<file path="src/core/afe_event_regs.svh">
// Register offsets, field positions, reset values and timing counts of the front end event block
`ifndef AFE_EVENT_REGS_SVH
`define AFE_EVENT_REGS_SVH

`define CTRL_OFS          8'h00
`define CMP_CFG_OFS       8'h04
`define EDGE_MASK_OFS     8'h08
`define PROT_MASK_OFS     8'h0c
`define THRESH_OFS        8'h10
`define IO_CFG_OFS        8'h14
`define IO_DATA_OFS       8'h18
`define STATUS_OFS        8'h1c
`define EDGE_FLAG_OFS     8'h20
`define AMP_CFG_OFS       8'h24
`define SCAN_MASK_OFS     8'h28
`define CMP_ROUTE_OFS     8'h2c
`define IO_ROUTE_OFS      8'h30

`define CTRL_PB_EN_BIT    0
`define CTRL_HIB_BIT      1
`define CTRL_AUTO_BIT     2
`define CTRL_SEL_LSB      4
`define STAT_PB_LEVEL_BIT 16
`define STAT_PB_EVENT_BIT 17
`define STAT_HIB_BIT      18

`define REG_RESET         32'h0000_0000

`define CLK_FREQ_HZ       40000000
`define LONG_PRESS_S      8
`define LONG_PRESS_CYC    (`LONG_PRESS_S * `CLK_FREQ_HZ)

`endif

</file>
<file path="src/core/afe_event_pkg.sv">
// Types shared by the front end event block and its users
package afe_event_pkg;

    typedef enum logic [2:0] {
        GAIN_1X    = 3'h0,
        GAIN_2X    = 3'h1,
        GAIN_4X    = 3'h2,
        GAIN_8X    = 3'h3,
        GAIN_16X   = 3'h4,
        GAIN_32X   = 3'h5,
        GAIN_48X   = 3'h6,
        GAIN_THRU  = 3'h7
    } gain_type;

    typedef enum logic [1:0] {
        REF_THRESHOLD = 2'h0,
        REF_MATRIX    = 2'h1,
        REF_PHASE_AVG = 2'h3
    } phase_ref_type;

    typedef struct packed {
        gain_type [2:0]      diff_gain;
        logic     [2:0]      sample_hold;
        gain_type [3:0]      single_gain;
        logic     [3:0]      gp_ref_matrix;
        phase_ref_type [2:0] phase_ref;
        logic     [7:0]      high_speed_threshold_code;
        logic     [9:0]      limit_threshold_code;
    } analog_cfg_type;

endpackage : afe_event_pkg

</file>
<file path="src/core/afe_event_router.sv">
// Front end event routing, pin control and push button logic with an AHB-Lite register slave
`timescale 1ns/1ps
`include "afe_event_regs.svh"

// Notes on behaviour
// - Each general comparator has rise and fall masks gating edges onto second interrupt.
// - General comparator output gets polarity, then goes to a data bit or matrix line.
// - General comparator reference is threshold level or an analog matrix signal.
// - Phase comparator output goes to a data bit and sequencer-timed position mux.
// - Phase comparator reference may also be the averaged phase voltage.
// - Two protection comparators per differential amplifier, readable and usable as events.
// - Each protection comparator has a mask enabling the main interrupt.
// - Each protection comparator has separate masks for protection events one and two.
// - Protection events go straight to the power driver protection logic.
// - High speed threshold code is 8 bits, limit threshold code is 10 bits.
// - Front end pins act as input or open drain output, via register or matrix.
// - Each front end pin has selectable active level, active high after reset.
// - Four interrupt-capable pins have rise and fall masks onto second interrupt.
// - Enabled push button is active low; press is reported, and wakes from hibernate.
// - Push button held low over eight seconds resets the controller in normal operation.
// - ADC selector picks one of sixteen sources, directly or by automatic scanning.
// - Each differential amplifier output goes direct or via sample and hold.
// - Gains are 1x to 48x in seven steps; single-ended adds feed-through.
// - Digital matrix has seven bidirectional lines for pins, comparators and drivers.
module afe_event_router #(
    parameter int LONG_PRESS_CYCLES = `LONG_PRESS_CYC
) (
    input  wire logic                        MCLK_IN,
    input  wire logic                        RST_N_IN,
    input  wire logic                        HSEL_IN,
    input  wire logic [31:0]                 HADDR_IN,
    input  wire logic [1:0]                  HTRANS_IN,
    input  wire logic                        HWRITE_IN,
    input  wire logic [2:0]                  HSIZE_IN,
    input  wire logic [31:0]                 HWDATA_IN,
    input  wire logic                        HREADY_IN,
    output logic      [31:0]                 HRDATA_OUT,
    output logic                             HREADYOUT_OUT,
    output logic                             HRESP_OUT,
    input  wire logic [3:0]                  GENERAL_COMPARATOR_IN,
    input  wire logic [2:0]                  PHASE_COMPARATOR_IN,
    input  wire logic [5:0]                  PROTECTION_COMPARATOR_IN,
    input  wire logic                        PUSH_BUTTON_INPUT_N_IN,
    input  wire logic [9:0]                  FRONT_END_IO_PIN_IN,
    output logic      [9:0]                  FRONT_END_IO_PIN_OUT,
    output logic      [9:0]                  FRONT_END_IO_PIN_OE_OUT,
    input  wire logic [6:0]                  DIGITAL_SIGNAL_MATRIX_IN,
    output logic      [6:0]                  DIGITAL_SIGNAL_MATRIX_OUT,
    output logic      [6:0]                  DIGITAL_SIGNAL_MATRIX_OE_OUT,
    input  wire logic                        ADC_SCAN_STEP_IN,
    output logic      [3:0]                  ADC_INPUT_SELECT_OUT,
    output logic      [2:0]                  PHASE_POSITION_OUT,
    output afe_event_pkg::analog_cfg_type    ANALOG_CFG_OUT,
    output logic                             MAIN_INTERRUPT_LINE_OUT,
    output logic                             SECOND_INTERRUPT_LINE_OUT,
    output logic                             PROTECTION_EVENT_ONE_OUT,
    output logic                             PROTECTION_EVENT_TWO_OUT,
    output logic                             HIBERNATE_OUT,
    output logic                             WAKE_OUT,
    output logic                             CONTROLLER_RESET_OUT
);
    import afe_event_pkg::*;

    localparam int SYNC_W = 31;

    logic [31:0]       ctrl_q;
    logic [31:0]       cmp_cfg_q;
    logic [31:0]       edge_mask_q;
    logic [31:0]       prot_mask_q;
    logic [31:0]       thresh_q;
    logic [31:0]       io_cfg_q;
    logic [31:0]       io_data_q;
    logic [31:0]       amp_cfg_q;
    logic [31:0]       scan_mask_q;
    logic [31:0]       cmp_route_q;
    logic [31:0]       io_route_q;
    logic [15:0]       edge_flag_q;
    logic              pb_event_q;
    logic              hib_q;
    logic              wake_q;
    logic              rst_out_q;
    logic [31:0]       press_cnt_q;
    logic [3:0]        scan_sel_q;
    logic [2:0]        position_q;
    logic [SYNC_W-1:0] sync1_q;
    logic [SYNC_W-1:0] sync2_q;
    logic [SYNC_W-1:0] prev_q;
    logic              wr_pend_q;
    logic              rd_pend_q;
    logic [7:0]        addr_q;
    logic [31:0]       rdata_q;

    logic [SYNC_W-1:0] raw;
    logic [3:0]        gp_val;
    logic [3:0]        gp_prev;
    logic [2:0]        ph_val;
    logic [5:0]        prot_val;
    logic              pb_low;
    logic              pb_low_prev;
    logic [9:0]        io_in_val;
    logic [9:0]        io_prev_val;
    logic [6:0]        matrix_val;
    logic [15:0]       edge_set;
    logic [9:0]        io_out_val;
    logic              addr_ok;
    logic              wr_en;
    logic [31:0]       rd_mux;

    // Input synchronisers
    assign raw = {DIGITAL_SIGNAL_MATRIX_IN, FRONT_END_IO_PIN_IN, PUSH_BUTTON_INPUT_N_IN,
                  PROTECTION_COMPARATOR_IN, PHASE_COMPARATOR_IN, GENERAL_COMPARATOR_IN};

    always_ff @(posedge MCLK_IN) begin
        if (!RST_N_IN) begin
            sync1_q <= '0;
            sync2_q <= '0;
            prev_q  <= '0;
        end else begin
            sync1_q <= raw;
            sync2_q <= sync1_q;
            prev_q  <= sync2_q;
        end
    end

    assign gp_val      = sync2_q[3:0] ^ cmp_cfg_q[3:0];
    assign gp_prev     = prev_q[3:0] ^ cmp_cfg_q[3:0];
    assign ph_val      = sync2_q[6:4] ^ cmp_cfg_q[14:12];
    assign prot_val    = sync2_q[12:7];
    assign pb_low      = ctrl_q[`CTRL_PB_EN_BIT] & ~sync2_q[13];
    assign pb_low_prev = ctrl_q[`CTRL_PB_EN_BIT] & ~prev_q[13];
    assign io_in_val   = sync2_q[23:14] ^ io_cfg_q[25:16];
    assign io_prev_val = prev_q[23:14] ^ io_cfg_q[25:16];
    assign matrix_val  = sync2_q[30:24];

    // Edge requests: general comparators then interrupt-capable pins 6..9
    always_comb begin
        edge_set = '0;
        for (int i = 0; i < 4; i++) begin
            edge_set[i]      = edge_mask_q[i] & gp_val[i] & ~gp_prev[i];
            edge_set[4 + i]  = edge_mask_q[4 + i] & ~gp_val[i] & gp_prev[i];
            edge_set[8 + i]  = edge_mask_q[8 + i] & ~io_cfg_q[6 + i]
                               & io_in_val[6 + i] & ~io_prev_val[6 + i];
            edge_set[12 + i] = edge_mask_q[12 + i] & ~io_cfg_q[6 + i]
                               & ~io_in_val[6 + i] & io_prev_val[6 + i];
        end
    end

    // Interrupts and protection events
    assign SECOND_INTERRUPT_LINE_OUT = |edge_flag_q;
    assign MAIN_INTERRUPT_LINE_OUT   = |(prot_val & prot_mask_q[5:0]);
    assign PROTECTION_EVENT_ONE_OUT  = |(prot_val & prot_mask_q[13:8]);
    assign PROTECTION_EVENT_TWO_OUT  = |(prot_val & prot_mask_q[21:16]);

    // Front end pins: open drain pulls low when the pin level is low
    genvar p;
    generate
        for (p = 0; p < 10; p++) begin : g_io
            logic [2:0] line;
            assign line = io_route_q[3*p +: 3];
            assign io_out_val[p] = (line != 3'h0) ? matrix_val[line - 3'h1] : io_data_q[p];
            assign FRONT_END_IO_PIN_OUT[p]    = 1'b0;
            assign FRONT_END_IO_PIN_OE_OUT[p] = io_cfg_q[p] & ~(io_out_val[p] ^ io_cfg_q[16 + p]);
        end
    endgenerate

    // Digital matrix lines: driven by routed comparators and input pins
    genvar k;
    generate
        for (k = 0; k < 7; k++) begin : g_line
            logic [3:0] gp_hit;
            logic [9:0] io_hit;
            for (genvar c = 0; c < 4; c++) begin : g_gp
                assign gp_hit[c] = cmp_cfg_q[4 + c] && (cmp_route_q[3*c +: 3] == 3'(k + 1));
            end
            for (genvar j = 0; j < 10; j++) begin : g_pin
                assign io_hit[j] = ~io_cfg_q[j] && (io_route_q[3*j +: 3] == 3'(k + 1));
            end
            assign DIGITAL_SIGNAL_MATRIX_OE_OUT[k] = |gp_hit | |io_hit;
            assign DIGITAL_SIGNAL_MATRIX_OUT[k]    = |(gp_hit & gp_val) | |(io_hit & io_in_val);
        end
    endgenerate

    // Analog configuration
    genvar a;
    generate
        for (a = 0; a < 4; a++) begin : g_gain
            assign ANALOG_CFG_OUT.single_gain[a] = gain_type'(amp_cfg_q[12 + 3*a +: 3]);

            if (a < 3) begin : g_three
                assign ANALOG_CFG_OUT.diff_gain[a] = gain_type'(amp_cfg_q[3*a +: 3]);
                assign ANALOG_CFG_OUT.phase_ref[a] = phase_ref_type'(cmp_cfg_q[16 + 2*a +: 2]);
            end
        end
    endgenerate

    assign ANALOG_CFG_OUT.sample_hold               = amp_cfg_q[11:9];
    assign ANALOG_CFG_OUT.gp_ref_matrix             = cmp_cfg_q[11:8];
    assign ANALOG_CFG_OUT.high_speed_threshold_code = thresh_q[7:0];
    assign ANALOG_CFG_OUT.limit_threshold_code      = thresh_q[25:16];

    // ADC selector: direct or scanned, masked sources skipped
    always_ff @(posedge MCLK_IN) begin
        if (!RST_N_IN) begin
            scan_sel_q <= 4'h0;
        end else if (!ctrl_q[`CTRL_AUTO_BIT]) begin
            scan_sel_q <= ctrl_q[`CTRL_SEL_LSB +: 4];
        end else if (ADC_SCAN_STEP_IN || scan_mask_q[scan_sel_q]) begin
            scan_sel_q <= scan_sel_q + 4'h1;
        end
    end
    assign ADC_INPUT_SELECT_OUT = scan_sel_q;

    always_ff @(posedge MCLK_IN) begin
        if (!RST_N_IN) begin
            position_q <= 3'h0;
        end else if (ADC_SCAN_STEP_IN) begin
            position_q <= ph_val;
        end
    end
    assign PHASE_POSITION_OUT = position_q;

    // Push button: hibernate, wake and long press reset
    always_ff @(posedge MCLK_IN) begin
        if (!RST_N_IN) begin
            hib_q  <= 1'b0;
            wake_q <= 1'b0;
        end else begin
            wake_q <= 1'b0;
            if (hib_q && pb_low && !pb_low_prev) begin
                hib_q  <= 1'b0;
                wake_q <= 1'b1;
            end else if (wr_en && addr_q == `CTRL_OFS && HWDATA_IN[`CTRL_HIB_BIT]) begin
                hib_q <= 1'b1;
            end
        end
    end
    assign HIBERNATE_OUT = hib_q;
    assign WAKE_OUT      = wake_q;

    always_ff @(posedge MCLK_IN) begin
        if (!RST_N_IN) begin
            press_cnt_q <= 32'h0000_0000;
            rst_out_q   <= 1'b0;
        end else if (!pb_low || hib_q) begin
            press_cnt_q <= 32'h0000_0000;
            rst_out_q   <= 1'b0;
        end else if (press_cnt_q <= 32'(LONG_PRESS_CYCLES)) begin
            press_cnt_q <= press_cnt_q + 32'h1;
        end else begin
            rst_out_q <= 1'b1;
        end
    end
    assign CONTROLLER_RESET_OUT = rst_out_q;

    // AHB-Lite slave: writes take no wait state, reads one
    assign addr_ok = HSEL_IN && HREADY_IN && HTRANS_IN[1];
    assign wr_en   = wr_pend_q;

    always_ff @(posedge MCLK_IN) begin
        if (!RST_N_IN) begin
            wr_pend_q <= 1'b0;
            rd_pend_q <= 1'b0;
            addr_q    <= 8'h00;
        end else begin
            wr_pend_q <= addr_ok && HWRITE_IN;
            rd_pend_q <= addr_ok && !HWRITE_IN;
            if (addr_ok) begin
                addr_q <= {HADDR_IN[7:2], 2'b00};
            end
        end
    end

    always_ff @(posedge MCLK_IN) begin
        if (!RST_N_IN) begin
            ctrl_q      <= `REG_RESET;
            cmp_cfg_q   <= `REG_RESET;
            edge_mask_q <= `REG_RESET;
            prot_mask_q <= `REG_RESET;
            thresh_q    <= `REG_RESET;
            io_cfg_q    <= `REG_RESET;
            io_data_q   <= `REG_RESET;
            amp_cfg_q   <= `REG_RESET;
            scan_mask_q <= `REG_RESET;
            cmp_route_q <= `REG_RESET;
            io_route_q  <= `REG_RESET;
        end else if (wr_en) begin
            unique case (addr_q)
                `CTRL_OFS:      ctrl_q      <= HWDATA_IN & 32'h0000_00f5;
                `CMP_CFG_OFS:   cmp_cfg_q   <= HWDATA_IN & 32'h003f_7fff;
                `EDGE_MASK_OFS: edge_mask_q <= HWDATA_IN & 32'h0000_ffff;
                `PROT_MASK_OFS: prot_mask_q <= HWDATA_IN & 32'h003f_3f3f;
                `THRESH_OFS:    thresh_q    <= HWDATA_IN & 32'h03ff_00ff;
                `IO_CFG_OFS:    io_cfg_q    <= HWDATA_IN & 32'h03ff_03ff;
                `IO_DATA_OFS:   io_data_q   <= HWDATA_IN & 32'h0000_03ff;
                `AMP_CFG_OFS:   amp_cfg_q   <= HWDATA_IN & 32'h00ff_ffff;
                `SCAN_MASK_OFS: scan_mask_q <= HWDATA_IN & 32'h0000_ffff;
                `CMP_ROUTE_OFS: cmp_route_q <= HWDATA_IN & 32'h0000_0fff;
                `IO_ROUTE_OFS:  io_route_q  <= HWDATA_IN & 32'h3fff_ffff;
                default: ;
            endcase
        end
    end

    // Sticky flags: a new event wins over a write-one clear
    always_ff @(posedge MCLK_IN) begin
        if (!RST_N_IN) begin
            edge_flag_q <= 16'h0000;
            pb_event_q  <= 1'b0;
        end else begin
            if (wr_en && addr_q == `EDGE_FLAG_OFS) begin
                edge_flag_q <= (edge_flag_q & ~HWDATA_IN[15:0]) | edge_set;
            end else begin
                edge_flag_q <= edge_flag_q | edge_set;
            end
            if (pb_low && !pb_low_prev) begin
                pb_event_q <= 1'b1;
            end else if (wr_en && addr_q == `STATUS_OFS && HWDATA_IN[`STAT_PB_EVENT_BIT]) begin
                pb_event_q <= 1'b0;
            end
        end
    end

    always_comb begin
        rd_mux = 32'h0000_0000;
        unique case (addr_q)
            `CTRL_OFS:      rd_mux = ctrl_q;
            `CMP_CFG_OFS:   rd_mux = cmp_cfg_q;
            `EDGE_MASK_OFS: rd_mux = edge_mask_q;
            `PROT_MASK_OFS: rd_mux = prot_mask_q;
            `THRESH_OFS:    rd_mux = thresh_q;
            `IO_CFG_OFS:    rd_mux = io_cfg_q;
            `IO_DATA_OFS:   rd_mux = {16'h0000, 6'h00, io_in_val};
            `STATUS_OFS:    rd_mux = {13'h0000, hib_q, pb_event_q, pb_low, 3'b000,
                                      prot_val, ph_val, gp_val};
            `EDGE_FLAG_OFS: rd_mux = {16'h0000, edge_flag_q};
            `AMP_CFG_OFS:   rd_mux = amp_cfg_q;
            `SCAN_MASK_OFS: rd_mux = scan_mask_q;
            `CMP_ROUTE_OFS: rd_mux = cmp_route_q;
            `IO_ROUTE_OFS:  rd_mux = io_route_q;
            default:        rd_mux = 32'h0000_0000;
        endcase
    end

    always_ff @(posedge MCLK_IN) begin
        if (!RST_N_IN) begin
            rdata_q <= 32'h0000_0000;
        end else if (rd_pend_q) begin
            rdata_q <= rd_mux;
        end
    end

    logic rd_done_q;
    always_ff @(posedge MCLK_IN) begin
        if (!RST_N_IN) begin
            rd_done_q <= 1'b0;
        end else begin
            rd_done_q <= rd_pend_q;
        end
    end

    assign HRDATA_OUT    = rdata_q;
    assign HREADYOUT_OUT = ~(rd_pend_q & ~rd_done_q);
    assign HRESP_OUT     = 1'b0;

endmodule : afe_event_router

</file>
<file path="config.mk">
export PLATFORM = sky130hd
export DESIGN_NAME = afe_event_router
export DESIGN_NICKNAME = d
export VERILOG_FILES = /design/src/core/afe_event_pkg.sv /design/src/core/afe_event_router.sv
export VERILOG_INCLUDE_DIRS = /design/src /design/src/core
export SDC_FILE = /design/constraint.sdc
export NUM_CORES = 1
export LEC_CHECK = 0
export BUFFER_PORTS_ARGS = -buffer_cell sky130_fd_sc_hd__clkbuf_2
export CAP_MARGIN = 10
export CORE_MARGIN = 5
export CORE_UTILIZATION = 52
export DETAILED_ROUTE_END_ITERATION = 16
export GPL_TIMING_DRIVEN = 0
export PLACE_DENSITY = 0.83
export REMOVE_ABC_BUFFERS = 1
export SLEW_MARGIN = 20
export SYNTH_ARGS = -nofsm -noshare
export SYNTH_HDL_FRONTEND = slang
export SYNTH_SLANG_ARGS = --single-unit
export TNS_END_PERCENT = 50
</file>
<file path="constraint.sdc">
create_clock -name MCLK_IN -period 3.61 [get_ports MCLK_IN]
set_input_delay 1.083 -clock MCLK_IN [delete_from_list [all_inputs] [get_ports MCLK_IN]]
set_output_delay 1.083 -clock MCLK_IN [all_outputs]
set_load 0.03 [all_outputs]
</file>
==> out/qor.txt <==
Max VDD drop = 448 µV
Antenna Violating Nets Remaining = 0
fin cells = 2813
post-layout min period = 3.67 ns
CTS tree = yes
GRT Util Overall = 0.370
grt total ovfl = 0
Req. time, crit path = 2.53 ns
WS Path Type = register to output pin
LEAKAGE = 7.70 nW
Worst slew margin = 0.210
H-tree levels = 2
class of the worst hold path = register to register
Async SR Flop Fraction = 0
dpl hpwl = 55100 µm
post-synth top area cell = dfxtp_1
Final nets = 2484
placed cell areas = 19500 µm²
Primary FF master, synth = dfxtp_1
Cell variety after synth = 71
status = finished with violations
max-cap violation count = 0
area delta synth->final = 17.3%
average cell area after synthesis = 8.28 µm²
die height = 199 µm
initial antenna violation count = 2
Util after Layout = 0.614
largest net degree at the start of global routing = 143
IO Pins = 240
setup TNS = -0.196 ns
global-route wire length before repair = 111000 µm
Synth Warn # = 0
DRC = 0
RSZ-0062 raised after global routing = true
Worst Path Max Fanout = 5
Num Clock Sinks = 360
drt first-iter violations = 2297
post-cts hold buffer count = 0
register area share after synthesis = 0.389
CORE AREA = 35400 µm²
die area = 39500 µm²
via count = 18500
CTS Buf Count = 39
PnR worst setup slack = -0.0560 ns
PwrDens = 393 nW/µm²
clk slew on worst S/H paths = 0.07 ns
count of input and output buffers = 194
Initial Util = 0.523
First-pass DRT Iterations = 8
root buf cell = clkbuf_16
Worst setup SP type = register
CTS Buffer Depth = 3
standard-cell rows = 69
minimum hold slack = 0.428 ns
vias per cell = 6.56
Worst Clk Skew = 0.0162 ns
Clk Latency, worst-skew pair = 0.57 ns
layout cells sized above 1 = 0.199
Area contributors post-synth = dfxtp_1, nand2_1, a21boi_0, a22oi_1, ha_1
post-synth top area share = 0.389
failing checks = negative setup slack
Placer Congestion = 1.10
Post-synth EDFFs = 0
Die Width = 199 µm
average wire per standard cell = 26.9 µm
CP endpoint kind = output pin
Design Area, Final = 21700 µm²
Post-Route WL = 75700 µm
fin. max-slew vios = 0
fin crit share = 1.02
cell area after synthesis = 18500 µm²
Final Hold Violating Endpoints = 0
Mapped Cells = 2237
vias in the first global route = 17600
Max Clk Rate = 0.273 GHz
endpoints failing setup = 9
worst-margin pin slew = 1.19 ns
post-synthesis register bit count = 360
CP arrival = 2.58 ns
placed cells = 2719
==> per-layer routing <==
metal	wire length (µm)	vias up	global-route usage
li1	-	8079	-
met1	29000	8839	0.469
met2	33600	1207	0.583
met3	8040	329	0.0849
met4	5020	2	0.204
met5	20	-	0
==> layout by cell type, fill, tap and decap left out, types with 15 or more instances in the layout <==
cell type / synthesis / layout
nand2_1: 465 / 461
dfxtp_1: 360 / 313
a21boi_0: 187 / 187
clkbuf_2: 1 / 182
a22oi_1: 105 / 104
and2_1: 91 / 81
nand3_1: 79 / 76
nor2_1: 75 / 71
o21ai_0: 59 / 57
nor2b_1: 62 / 52
ha_1: 53 / 42
clkbuf_16: 0 / 39
mux2i_1: 38 / 37
a21oi_1: 36 / 36
nand4_1: 28 / 28
a221oi_1: 29 / 27
dfxtp_2: 0 / 27
buf_4: 25 / 27
inv_1: 41 / 25
nand2b_1: 25 / 25
a32oi_1: 22 / 22
dfxtp_4: 0 / 20
a22o_1: 18 / 18
nand3b_1: 17 / 17
nor3_1: 28 / 17
or4_1: 15 / 15
or3_1: 15 / 15
==> kinds of logic (layout without fill, tap and decap cells) <==
logic type      Yosys count  in the layout  share of synthesized area
fa+ha+maj                53             53                     0.0358
xor+xnor                 31             31                     0.0147
mux                      59             59                     0.0412
flops                   360            360                      0.389
buf+inv                 233            335                     0.0526
simple gates            956            956                      0.249
other cells               1             14                   0.000202
compound gates          544            544                      0.218
==> cell usage after synthesis (5+ instances only) <==
library cell and instances:
o21a_1 5, buf_4 25, a222oi_1 11, nand2_1 465
clkbuf_1 154, xor2_1 12, a41oi_1 6, nand4_1 28
or4_1 15, and3b_1 5, nor2b_1 62, xnor2_1 19
and3_1 14, o211a_1 6, a31oi_1 10, a22oi_1 105
a22o_1 18, a21boi_0 187, nand3_1 79, nor3_1 28
or3_1 15, nand3b_1 17, buf_1 8, a221oi_1 29
nor3b_1 5, nand2b_1 25, and2_1 91, o21ai_0 59
a311oi_1 8, inv_1 41, mux2_2 8, mux4_2 13
o2111ai_1 7, dfxtp_1 360, a32oi_1 22, and4_1 5
mux2i_1 38, nor4_1 11, nand4b_1 5, a21oi_1 36
ha_1 53, nor2_1 75
==> final cells by class <==
| class | instances | area [µm²] |
|---|---|---|
| antenna | 1 | 2.50 |
| fill | 3000 | 13700 |
| clock inverter | 15 | 208 |
| timing repair buffer | 227 | 1420 |
| multi-input combinational | 1656 | 10900 |
| tap | 461 | 577 |
| clock buffer | 52 | 1110 |
| inverter | 41 | 174 |
| sequential | 360 | 7320 |
==> sequential cells by signal, indices dropped and copies added, names as in the netlist, 9 cells and up <==
| name | count |
|---|---|
| press_cnt_q | 32 |
| sync2_q | 31 |
| cmp_cfg_q | 21 |
| scan_mask_q | 16 |
| cmp_route_q | 12 |
| prot_mask_q | 18 |
| HRDATA_OUT | 30 |
| prev_q | 9 |
| sync1_q | 31 |
| edge_mask_q | 16 |
| io_cfg_q | 20 |
| io_data_q | 10 |
| thresh_q | 18 |
| edge_flag_q | 16 |
| io_route_q | 30 |
| amp_cfg_q | 24 |
==> power by group <==
group / total [mW] / internal, mW / switching (mW)
logic: 0.362 / 0.135 / 0.227
clock network: 4.11 / 2.40 / 1.71
registers: 4.07 / 4.01 / 0.0621
==> critical path, stage by stage (launching register included) <==
cell and delay (ns):
dfxtp_4 0.38, inv_2 0.07, ha_4 0.28, mux4_2 0.32
nand3_1 0.10, nand4_1 0.27, xor2_1 0.25, nor2_1 0.15
clkbuf_8 0.18
==> worst paths after layout <==
path                                     from                            to  slack (ns)  cells after the start
hold / removal         sync1_q[12]$_SDFF_PN0_        sync2_q[12]$_SDFF_PN0_        0.43                      1
setup / recovery  io_route_q[21]$_SDFFE_PN0P_    FRONT_END_IO_PIN_OE_OUT[7]       -0.06                      8
hold reg to reg        sync1_q[12]$_SDFF_PN0_        sync2_q[12]$_SDFF_PN0_        0.43                      1
setup reg to reg       addr_q[2]$_SDFFE_PN0P_  prot_mask_q[21]$_SDFFE_PN0P_        0.13                      5
==> stage by stage <==
stage / setup WS, ns / total power, mW
2_1_floorplan: 0.457 / 4.29
3_3_place_gp: -3.96 / 4.51
3_5_place_dp: -0.118 / 4.51
4_1_cts: -0.0110 / 8.55
5_1_grt: -0.133 / 8.75
6_report: -0.0560 / 8.54
==> what timing repair did <==
action	in CTS	in global routing
endpoints found under the hold margin	0	0
pin swaps	15	16
buffers inserted	19	7
gates resized for setup	152	50
setup endpoints to repair	25	21
Note: power is estimated with default switching activity, not from simulation.
